$ cat src/hw/quad_counter_pkg.sv
package quad_counter_pkg;

	// ---------------------------------------------------------------
	// Register indices (byte address is four times the index)
	// ---------------------------------------------------------------
	localparam logic [7:0]  IDX_CNT_A      = 8'h58;
	localparam logic [7:0]  IDX_CNT_B      = 8'h59;
	localparam logic [7:0]  IDX_CNT_C      = 8'h5A;
	localparam logic [7:0]  IDX_CNT_D      = 8'h5B;
	localparam logic [7:0]  IDX_CLOCK_SEL  = 8'h5C;
	localparam logic [7:0]  IDX_CONFIG_PRI = 8'h5D;
	localparam logic [7:0]  IDX_CONFIG_SEC = 8'h5E;
	localparam logic [7:0]  IDX_RUN        = 8'h5F;
	localparam logic [7:0]  REG_RESET      = 8'h00;
	localparam logic [15:0] CNT_RESET      = 16'h0000;

	// ---------------------------------------------------------------
	// Field positions
	// ---------------------------------------------------------------
	localparam int DIR_BASE_POS   = 4;
	localparam int JOIN_CD_POS    = 3;
	localparam int JOIN_AB_POS    = 2;
	localparam int PWM_SECOND_POS = 1;
	localparam int PWM_FIRST_POS  = 0;
	localparam int CAP_SRC_POS    = 6;
	localparam int CAP_FN_POS     = 4;
	localparam int RES_SECOND_POS = 2;
	localparam int RES_FIRST_POS  = 0;
	localparam int HALVE_BASE_POS = 4;
	localparam int RUN_BASE_POS   = 0;

	// ---------------------------------------------------------------
	// Codes and counts
	// ---------------------------------------------------------------
	localparam logic [1:0] CK_PIN      = 2'h0;
	localparam logic [1:0] CK_FAST     = 2'h1;
	localparam logic [1:0] CK_SLOW     = 2'h2;
	localparam logic [1:0] CK_TICK128  = 2'h3;
	localparam logic [1:0] RC_QUARTER  = 2'h3;
	localparam logic [1:0] CAP_OFF     = 2'h0;
	localparam logic [1:0] CAP_LOWRATE = 2'h0;
	localparam logic [1:0] CAP_INTERN  = 2'h1;
	localparam logic [15:0] RES_MASK_8 = 16'h00FF;
	localparam logic [15:0] RES_FULL   = 16'hFFFF;

	typedef struct packed {
		logic       joined;
		logic       upLo;
		logic       upHi;
		logic       runLo;
		logic       runHi;
		logic       pwmOn;
		logic [1:0] res;
	} pair_cfg_t;

	typedef struct packed {
		logic tickLo;
		logic tickHi;
		logic loadLo;
		logic loadHi;
	} pair_strobe_t;

endpackage

$ cat src/hw/counter_pair.sv
`timescale 1ns/1ps
module counter_pair
	import quad_counter_pkg::*;
(
	input  wire logic         clock,  // System clock
	input  wire logic         reset,  // Sync reset, high
	input  wire pair_cfg_t    cfg,    // Pair configuration
	input  wire pair_strobe_t stb,    // Ticks and loads
	input  wire logic [15:0]  cmp,    // Compare {hi, lo}
	output logic      [15:0]  count,  // Live count {hi, lo}
	output logic      [1:0]   match,  // Wrap pulses {hi, lo}
	output logic              pwmOut  // Pulse output level
);

	logic [15:0] cnt_q, cnt_d, mask;
	logic [1:0]  match_q, match_d;
	logic        pwm_q, pwm_d;
	logic [16:0] lo, hi, wide;

	// Returns {wrapped, next count}
	function automatic logic [16:0] stepCnt(input logic [15:0] c, m, msk,
		input logic up, pwm);
		if (pwm)
			return {(c & msk) == msk, (c + 16'h0001) & msk};
		else if (up)
			return (c == m) ? {1'b1, 16'h0000}
				: {1'b0, (c + 16'h0001) & msk};
		else
			return (c == 16'h0000) ? {1'b1, m}
				: {1'b0, (c - 16'h0001) & msk};
	endfunction

	// Wider resolutions exist only on a joined pair
	function automatic logic [15:0] resMask(input logic [1:0] r,
		input logic j);
		if (!j)
			return RES_MASK_8;
		return RES_FULL >> (4'h6 - {1'b0, r, 1'b0});
	endfunction

	always_comb begin
		mask = resMask(cfg.res, cfg.joined);
		cnt_d = cnt_q;
		match_d = 2'b00;
		lo = stepCnt({8'h00, cnt_q[7:0]}, {8'h00, cmp[7:0]}, RES_MASK_8,
			cfg.upLo, cfg.pwmOn);
		hi = stepCnt({8'h00, cnt_q[15:8]}, {8'h00, cmp[15:8]}, RES_MASK_8,
			cfg.upHi, 1'b0);
		// Plain counting uses all 16 bits; the size code shapes PWM only
		wide = stepCnt(cnt_q, cmp, cfg.pwmOn ? mask : RES_FULL,
			cfg.upLo, cfg.pwmOn);
		if (cfg.joined) begin
			if (stb.loadLo | stb.loadHi) begin
				cnt_d = cfg.upLo ? CNT_RESET : cmp;
			end else if (cfg.runHi & stb.tickLo) begin
				cnt_d = wide[15:0];
				match_d[0] = wide[16];
			end
		end else begin
			if (stb.loadLo) begin
				cnt_d[7:0] = cfg.upLo ? 8'h00 : cmp[7:0];
			end else if (cfg.runLo & stb.tickLo) begin
				cnt_d[7:0] = lo[7:0];
				match_d[0] = lo[16];
			end
			if (stb.loadHi) begin
				cnt_d[15:8] = cfg.upHi ? 8'h00 : cmp[15:8];
			end else if (cfg.runHi & stb.tickHi) begin
				cnt_d[15:8] = hi[7:0];
				match_d[1] = hi[16];
			end
		end
		pwm_d = cfg.pwmOn & ((cnt_q & mask) < (cmp & mask));
	end

	always_ff @(posedge clock) begin
		if (reset) begin
			cnt_q <= CNT_RESET;
			match_q <= 2'b00;
			pwm_q <= 1'b0;
		end else begin
			cnt_q <= cnt_d;
			match_q <= match_d;
			pwm_q <= pwm_d;
		end
	end

	assign count = cnt_q;
	assign match = match_q;
	assign pwmOut = pwm_q;
endmodule

$ cat src/hw/quad_counter_timer_pwm.sv
// Our own choice: the APB slave port.
`timescale 1ns/1ps
// Summary of operation
// - four 8-bit counters, pairable into 16-bit
// - direction bit 1 counts up, 0 down
// - join bits pair C+D and A+B
// - PWM enable bits for C and A paths
// - PWM resolution fields pick output width of a joined pair
// - capture on chosen edges; 32k rising only
// - capture source and function fields select trigger
// - two-bit clock choice per counter
// - port pins 0-3 serve as counter clocks
// - halving bit divides external clock by two
// - counter runs only while enabled
// - A/B write compare; read count or capture
// - C/D write compare; read live count
// - counters raise interrupts and events
// - clock code map: pin, fast, slow, 128 Hz
// - counter-mode write clears or loads count
// - PWM/capture-mode write leaves count alone
module quad_counter_timer_pwm
	import quad_counter_pkg::*;
(
	input  wire logic        clock,                   // 100 MHz
	input  wire logic        reset,                   // Sync, high
	input  wire logic        psel,                    // APB select
	input  wire logic        penable,                 // APB enable
	input  wire logic        pwrite,                  // APB write
	input  wire logic [11:0] paddr,                   // APB address
	input  wire logic [31:0] pwdata,                  // APB write data
	output logic      [31:0] prdata,                  // APB read data
	output logic             pready,                  // APB ready
	output logic             pslverr,                 // APB error
	input  wire logic [3:0]  inputPortOne,            // Pin clocks
	input  wire logic        rcOscillatorClock,       // RC clock
	input  wire logic        lowRatePrescalerClock,   // 32 kHz
	input  wire logic        kilohertzPrescalerClock, // 1 kHz
	input  wire logic        tick128Hz,               // 128 Hz timer
	input  wire logic        captureInternal,         // Internal trig
	input  wire logic        captureExternal,         // External trig
	output logic      [1:0]  pulseOut,                // PWM levels
	output logic      [1:0]  pulseActive,             // PWM overrides
	output logic      [3:0]  counterIrq,              // IRQ pulses
	output logic      [3:0]  counterEvent             // Event pulses
);

	// ---------------------------------------------------------------
	// Bus decode
	// ---------------------------------------------------------------
	function automatic logic isMapped(input logic [11:0] a);
		return a[11:10] == 2'b00 && a[1:0] == 2'b00
			&& a[9:2] >= IDX_CNT_A && a[9:2] <= IDX_RUN;
	endfunction

	logic [7:0]      idx;
	logic            hit, wrEn, rdSetup;
	logic [3:0][7:0] counterValue_q, counterValue_d;
	logic [7:0]      clockSelect_q, clockSelect_d;
	logic [7:0]      configPrimary_q, configPrimary_d;
	logic [7:0]      configSecondary_q, configSecondary_d;
	logic [7:0]      runControl_q, runControl_d;
	logic [31:0]     prdata_q, prdata_d;
	logic [3:0]      load_q, load_d;

	assign idx = paddr[9:2];
	assign hit = isMapped(paddr);
	assign wrEn = psel & penable & pwrite;
	assign rdSetup = psel & ~penable & ~pwrite;
	// Read data is captured in setup, so no wait states are needed
	assign pready = 1'b1;
	assign pslverr = psel & penable & ~hit;
	assign prdata = prdata_q;

	// ---------------------------------------------------------------
	// Mode decode
	// ---------------------------------------------------------------
	logic [3:0] dirBits, runBits, halveBits;
	logic       joinAB, joinCD, pwmFirst, pwmSecond, capActive;
	logic [1:0] capSrc, capFn;
	logic [3:0] counterMode;

	assign dirBits = configPrimary_q[DIR_BASE_POS +: 4];
	assign joinAB = configPrimary_q[JOIN_AB_POS];
	assign joinCD = configPrimary_q[JOIN_CD_POS];
	assign pwmFirst = configPrimary_q[PWM_FIRST_POS];
	assign pwmSecond = configPrimary_q[PWM_SECOND_POS];
	assign capSrc = configSecondary_q[CAP_SRC_POS +: 2];
	assign capFn = configSecondary_q[CAP_FN_POS +: 2];
	assign capActive = capFn != CAP_OFF;
	assign runBits = runControl_q[RUN_BASE_POS +: 4];
	assign halveBits = runControl_q[HALVE_BASE_POS +: 4];
	// Plain counting only; PWM or capture keeps the count on write
	assign counterMode[0] = ~pwmFirst & ~capActive;
	assign counterMode[1] = ~(pwmFirst & joinAB) & ~capActive;
	assign counterMode[2] = ~pwmSecond;
	assign counterMode[3] = ~(pwmSecond & joinCD);

	// ---------------------------------------------------------------
	// Register file
	// ---------------------------------------------------------------
	always_comb begin
		counterValue_d = counterValue_q;
		clockSelect_d = clockSelect_q;
		configPrimary_d = configPrimary_q;
		configSecondary_d = configSecondary_q;
		runControl_d = runControl_q;
		load_d = 4'h0;
		if (wrEn && hit) begin
			case (idx)
				IDX_CNT_A, IDX_CNT_B, IDX_CNT_C, IDX_CNT_D: begin
					counterValue_d[idx[1:0]] = pwdata[7:0];
					load_d[idx[1:0]] = counterMode[idx[1:0]];
				end
				IDX_CLOCK_SEL:  clockSelect_d = pwdata[7:0];
				IDX_CONFIG_PRI: configPrimary_d = pwdata[7:0];
				IDX_CONFIG_SEC: configSecondary_d = pwdata[7:0];
				IDX_RUN:        runControl_d = pwdata[7:0];
				default: ;
			endcase
		end
	end

	always_ff @(posedge clock) begin
		if (reset) begin
			counterValue_q <= {4{REG_RESET}};
			clockSelect_q <= REG_RESET;
			configPrimary_q <= REG_RESET;
			configSecondary_q <= REG_RESET;
			runControl_q <= REG_RESET;
			load_q <= 4'h0;
		end else begin
			counterValue_q <= counterValue_d;
			clockSelect_q <= clockSelect_d;
			configPrimary_q <= configPrimary_d;
			configSecondary_q <= configSecondary_d;
			runControl_q <= runControl_d;
			load_q <= load_d;
		end
	end

	// ---------------------------------------------------------------
	// Clock sources as enable pulses
	// ---------------------------------------------------------------
	// Sources are sampled levels; rising edges become one-cycle ticks
	logic [8:0] srcNow, src_q, srcRise, srcFall;
	logic [1:0] rcQuarter_q, rcQuarter_d;
	logic [3:0] halve_q, halve_d, pinTick, tick;
	logic       captureSig, rcQuarterTick;

	function automatic logic pickTick(input logic [1:0] code,
		input logic pin, fast, slow, t128);
		case (code)
			CK_PIN:     return pin;
			CK_FAST:    return fast;
			CK_SLOW:    return slow;
			CK_TICK128: return t128;
			default:    return 1'b0;
		endcase
	endfunction

	always_comb begin
		case (capSrc)
			CAP_LOWRATE: captureSig = lowRatePrescalerClock;
			CAP_INTERN:  captureSig = captureInternal;
			default:     captureSig = captureExternal;
		endcase
		srcNow = {captureSig, tick128Hz, kilohertzPrescalerClock,
			lowRatePrescalerClock, rcOscillatorClock, inputPortOne};
		srcRise = srcNow & ~src_q;
		srcFall = ~srcNow & src_q;
		rcQuarterTick = srcRise[4] & (rcQuarter_q == RC_QUARTER);
		rcQuarter_d = srcRise[4] ? rcQuarter_q + 2'h1 : rcQuarter_q;
		halve_d = halve_q ^ srcRise[3:0];
		pinTick = srcRise[3:0] & (~halveBits | halve_q);
		for (int i = 0; i < 2; i++) begin
			tick[i] = pickTick(clockSelect_q[2*i +: 2], pinTick[i],
				srcRise[4], rcQuarterTick, srcRise[7]);
			tick[i+2] = pickTick(clockSelect_q[2*i+4 +: 2], pinTick[i+2],
				srcRise[5], srcRise[6], srcRise[7]);
		end
	end

	always_ff @(posedge clock) begin
		if (reset) begin
			src_q <= 9'h000;
			rcQuarter_q <= 2'h0;
			halve_q <= 4'h0;
		end else begin
			src_q <= srcNow;
			rcQuarter_q <= rcQuarter_d;
			halve_q <= halve_d;
		end
	end

	// ---------------------------------------------------------------
	// Counter pairs
	// ---------------------------------------------------------------
	pair_cfg_t    cfgAB, cfgCD;
	pair_strobe_t stbAB, stbCD;
	logic [15:0]  countAB, countCD;
	logic [1:0]   matchAB, matchCD;

	always_comb begin
		cfgAB = '{joined: joinAB, upLo: dirBits[0], upHi: dirBits[1],
			runLo: runBits[0], runHi: runBits[1], pwmOn: pwmFirst,
			res: configSecondary_q[RES_FIRST_POS +: 2]};
		cfgCD = '{joined: joinCD, upLo: dirBits[2], upHi: dirBits[3],
			runLo: runBits[2], runHi: runBits[3], pwmOn: pwmSecond,
			res: configSecondary_q[RES_SECOND_POS +: 2]};
		stbAB = '{tickLo: tick[0], tickHi: tick[1],
			loadLo: load_q[0], loadHi: load_q[1]};
		stbCD = '{tickLo: tick[2], tickHi: tick[3],
			loadLo: load_q[2], loadHi: load_q[3]};
	end

	counter_pair pairAB (
		.clock  (clock),
		.reset  (reset),
		.cfg    (cfgAB),
		.stb    (stbAB),
		.cmp    ({counterValue_q[1], counterValue_q[0]}),
		.count  (countAB),
		.match  (matchAB),
		.pwmOut (pulseOut[0])
	);

	counter_pair pairCD (
		.clock  (clock),
		.reset  (reset),
		.cfg    (cfgCD),
		.stb    (stbCD),
		.cmp    ({counterValue_q[3], counterValue_q[2]}),
		.count  (countCD),
		.match  (matchCD),
		.pwmOut (pulseOut[1])
	);

	assign pulseActive = {pwmSecond, pwmFirst};

	// ---------------------------------------------------------------
	// Capture and interrupts
	// ---------------------------------------------------------------
	logic [15:0] capture_q, capture_d;
	logic [3:0]  irq_q, irq_d;
	logic        capEdge;

	always_comb begin
		// Low-rate source only ever triggers on its rising edge
		if (capSrc == CAP_LOWRATE)
			capEdge = capActive & srcRise[8];
		else
			capEdge = capActive & ((capFn[0] & srcRise[8])
				| (capFn[1] & srcFall[8]));
		capture_d = capEdge ? countAB : capture_q;
		irq_d[0] = capActive ? capEdge : (~pwmFirst & matchAB[0]);
		irq_d[1] = capActive ? capEdge : (~joinAB & matchAB[1]);
		irq_d[2] = ~pwmSecond & matchCD[0];
		irq_d[3] = ~joinCD & matchCD[1];
	end

	always_ff @(posedge clock) begin
		if (reset) begin
			capture_q <= CNT_RESET;
			irq_q <= 4'h0;
		end else begin
			capture_q <= capture_d;
			irq_q <= irq_d;
		end
	end

	assign counterIrq = irq_q;
	assign counterEvent = irq_q;

	// ---------------------------------------------------------------
	// Read path
	// ---------------------------------------------------------------
	always_comb begin
		prdata_d = prdata_q;
		if (rdSetup) begin
			prdata_d = 32'h0000_0000;
			case (idx)
				IDX_CNT_A: prdata_d[7:0] = capActive ? capture_q[7:0]
					: countAB[7:0];
				IDX_CNT_B: prdata_d[7:0] = capActive ? capture_q[15:8]
					: countAB[15:8];
				IDX_CNT_C:      prdata_d[7:0] = countCD[7:0];
				IDX_CNT_D:      prdata_d[7:0] = countCD[15:8];
				IDX_CLOCK_SEL:  prdata_d[7:0] = clockSelect_q;
				IDX_CONFIG_PRI: prdata_d[7:0] = configPrimary_q;
				IDX_CONFIG_SEC: prdata_d[7:0] = configSecondary_q;
				IDX_RUN:        prdata_d[7:0] = runControl_q;
				default: ;
			endcase
		end
	end

	always_ff @(posedge clock) begin
		if (reset)
			prdata_q <= 32'h0000_0000;
		else
			prdata_q <= prdata_d;
	end
endmodule

$ cat config.mk
export PLATFORM = sky130hd
export DESIGN_NAME = quad_counter_timer_pwm
export DESIGN_NICKNAME = d
export VERILOG_FILES = /design/src/hw/quad_counter_pkg.sv /design/src/hw/counter_pair.sv /design/src/hw/quad_counter_timer_pwm.sv
export SDC_FILE = /design/constraint.sdc
export NUM_CORES = 1
export LEC_CHECK = 0
export ABC_AREA = 0
export ABC_CLOCK_PERIOD_IN_PS = 4250
export BUFFER_PORTS_ARGS = -buffer_cell sky130_fd_sc_hd__buf_4
export CORE_MARGIN = 4
export CORE_UTILIZATION = 25
export DETAILED_ROUTE_END_ITERATION = 16
export GPL_ROUTABILITY_DRIVEN = 0
export GPL_TIMING_DRIVEN = 1
export PLACE_DENSITY = 0.4
export SETUP_SLACK_MARGIN = 0.4
export SLEW_MARGIN = 5
export SYNTH_ARGS = -nofsm -noshare
export SYNTH_HDL_FRONTEND = slang
export SYNTH_SLANG_ARGS = --single-unit
$ cat constraint.sdc
create_clock -name clock -period 4.25 [get_ports clock]
set_clock_uncertainty 0.2 [all_clocks]
set_input_delay 0.85 -clock clock [delete_from_list [all_inputs] [get_ports clock]]
set_output_delay 0.85 -clock clock [all_outputs]
set_load 0.01 [all_outputs]
==> flow_summary.json <==
{
  "status": "complete, no violations",
  "critPathCaptureType": "flip-flop",
  "synth_top_family_by_area": "compound AO/OA/AOI/OAI gates",
  "die_x_um": 221,
  "cts.sinks": 149,
  "grt_overflow_total": 0,
  "final_cells": 2089,
  "hold-worst-slack_ns": 0.264,
  "coreArea_um2": 44600,
  "fillers": 4842,
  "postSynthCellCount": 1482,
  "cp_num_buf_inv": 2,
  "cts_hold_buf": 0,
  "synth_ff_type": "dfxtp_1",
  "crit_chain": "inv_1 > ha_1 > nor4b_1 > nand4_1 > o22ai_1 > buf_4 > nand2_1 > o21ai_0 > nand2_1 > a221oi_1",
  "place_inst": 2057,
  "setup_tns_ns": 0,
  "design.die.area_um2": 49000,
  "htreeDepth": 4,
  "grt_antenna_before_repair": 2,
  "drtIter0Drc": 1233,
  "slew_headroom_pct": 31.7,
  "drc": 0,
  "hold_viol": 0,
  "synth_top_area_share_pct": 26.2,
  "drive_gt1_share_pct": 12.6,
  "yosysSeqAreaShare_pct": 26.2,
  "regArea_um2": 2980,
  "synth_fa_ha_area_share_pct": 4.72,
  "crit_fanout": 9,
  "ys_types": 86,
  "timing.final.crit_share_pct": 80.9,
  "period_minus_slack_ns": 3.44,
  "wl_per_cell_um": 21.7,
  "synth_edf_count": 0,
  "io_buffers": 55,
  "rows": 77,
  "insertedDiodeCount": 0,
  "path_clk_slew_ns": 0.07,
  "crit_required_ns": 4.43,
  "synth_compound_area_share_pct": 22.6,
  "cts_tree": "yes",
  "synth_area_leaders": "dfxtp_1, mux2i_1, nor2_1",
  "cts_setup_buffers": 0,
  "critPathTopFamily": "compound AO/OA/AOI/OAI gates",
  "synth-seq-cells": 149,
  "crit_arrival_ns": 3.62,
  "final_cell_mix": "nor2_1, dfxtp_1, nand2_1",
  "p_per_area_nw_per_um2": 240,
  "grt_max_degree": 57,
  "syn_to_final_growth_pct": 13.1,
  "r2r_slack_ns": 0.81,
  "grt_pass1_wl_um": 69200,
  "via_count": 11100,
  "cap_violations": 0,
  "cts_buffers": 17,
  "synth_area_per_cell_um2": 7.69,
  "setup_slack_ns": 0.813,
  "synth-simple-area-share_pct": 22.5,
  "final_common_cell": "nor2_1",
  "ys_warn_count": 0,
  "syn_area_um2": 11400,
  "cp_slowest_cell": "o22ai_1",
  "p_leak_nw": 4.99,
  "clk_root_buffer_cell": "clkbuf_16",
  "drtAntennaViolNets": 0,
  "power.total_w": 0.00310,
  "irDropWorstVdd_uv": 259,
  "synth-xor-area-share_pct": 5.84,
  "start_util_pct": 25.5,
  "first_pass_iters": 5,
  "die_h_um": 221,
  "pre_cts_slack_ns": 0.496,
  "dp_hpwl_um": 33700,
  "nNetsFinal": 1586,
  "wirelength_um": 45400,
  "hold_path.class": "flip-flop to flip-flop",
  "vias_per_cell": 5.31,
  "maxSlewViolCount": 0,
  "cp-start-kind": "flip-flop",
  "multi_input_area_um2": 7580,
  "max_freq_mhz": 291,
  "slowest_delay_ns": 0.64,
  "clk_latency_ns": 0.48,
  "cts_buffer_depth": 2,
  "rsz0062_at_grt": "no",
  "muxShareOfSynthArea_pct": 10.1,
  "crit_top_cell": "nand2_1",
  "synthArstFlopShare_pct": 0,
  "crit_type": "flip-flop to flip-flop",
  "yosys.area.top_type": "dfxtp_1",
  "ios": 105,
  "cts_resized": 0,
  "grt_pass1_vias": 10600,
  "setup_viol": 0,
  "track_usage_pct": 18.2,
  "worst_pin_slew_ns": 1.02
}
[cells in the mapped netlist, drive strengths merged, types with 5 or more instances]
cell type and n:
nand2 135, buf 59, mux2i 85, and2 14, o31a 6, dfxtp 149
clkbuf 91, a21oi 96, o22ai 10, a22oi 12, o21ai 84, o2bb2ai 7
o2111ai 6, or3b 5, nor4 15, and3 10, o41ai 5, ha 43
or3 8, or2 8, a211oi 20, o21a 6, a2111oi 13, o211ai 19
o221ai 6, or4 8, nor3b 8, nand4 14, a21o 12, mux4 12
a31oi 19, inv 46, a221oi 15, nor2 173, xor2 36, xnor2 40
o31ai 10, nand3 49, nor3 37, nand2b 11, nor2b 21
[metal layers]
metal | wire, µm | GRT usage, % | part of all wire, %
met2 | 20400 | 28.4 | 45
met3 | 2670 | 2.76 | 5.9
met4 | 1050 | 5.88 | 2.3
met1 | 21200 | 25.9 | 47
met5 | 0 | 0 | 0
[per-stage QoR]
| step | utilization, % | cell area, µm² |
|---|---|---|
| 3_5_place_dp | 27.6 | 12300 |
| 5_1_grt | 28.9 | 12900 |
| 6_report | 28.9 | 12900 |
| 3_3_place_gp | 27.6 | 12300 |
| 4_1_cts | 28.9 | 12900 |
| 2_1_floorplan | - | 11500 |
[worst register-to-register path, stage by stage, from the launching register on]
cell and delay, ns:
dfxtp_1 0.44, inv_1 0.23, ha_1 0.23, nor4b_1 0.44, nand4_1 0.39, o22ai_1 0.64, buf_4 0.27, nand2_1 0.06
o21ai_0 0.11, nand2_1 0.08, a221oi_1 0.26
[logic make-up after synthesis]
| kind of cell | count (synthesis) |
|---|---|
| AND/OR/NAND/NOR | 532 |
| AO/OA/AOI/OAI | 383 |
| buffers and inverters | 198 |
| flip-flops | 149 |
| multiplexers | 99 |
| XOR/XNOR | 76 |
| adder cells (fa/ha/maj) | 43 |
| other | 2 |
[path summary, 6_finish.rpt]
| kind | start | to | cells after the start |
|---|---|---|---|
| worst max-delay path | pairAB.count[0]$_SDFFE_PP0P_ | pairAB.count[14]$_SDFFE_PP0P_ | 10 |
| worst min-delay path | pairCD.match[0]$_SDFF_PP0_ | counterEvent[2]$_SDFF_PP0_ | 1 |
| worst max register to register | pairAB.count[0]$_SDFFE_PP0P_ | pairAB.count[14]$_SDFFE_PP0P_ | 10 |
| worst min register to register | pairCD.match[0]$_SDFF_PP0_ | counterEvent[2]$_SDFF_PP0_ | 1 |
[flip-flops by register name (all words and copies together), names as in the netlist]
register,cells
runControl_q,8
pairAB.match,2
halve_q,4
rcQuarter_q,2
load_q,4
configSecondary_q,8
counterEvent,4
pairAB.pwmOut,1
capture_q,16
pairAB.count,16
counterValue_q,32
configPrimary_q,8
pairCD.pwmOut,1
prdata,8
src_q,9
pairCD.count,16
pairCD.match,2
clockSelect_q,8
[where the power goes]
group	leakage (nW)	switching, W	total [W]	internal, W
registers	1.20	0.00000789	0.00142	0.00141
clock network	0.275	0.000733	0.00153	0.000798
logic	3.51	0.000100	0.000151	0.0000510
[layout make-up]
class	count	share of cell area [%]
Sequential cell	149	23.2
Clock inverter	12	0.845
Timing Repair Buffer	110	6.41
Multi-Input combinational cell	1158	58.9
Inverter	48	1.40
Clock buffer	20	3.55
Tap cell	592	5.75
(Power assumes the default switching activity.)
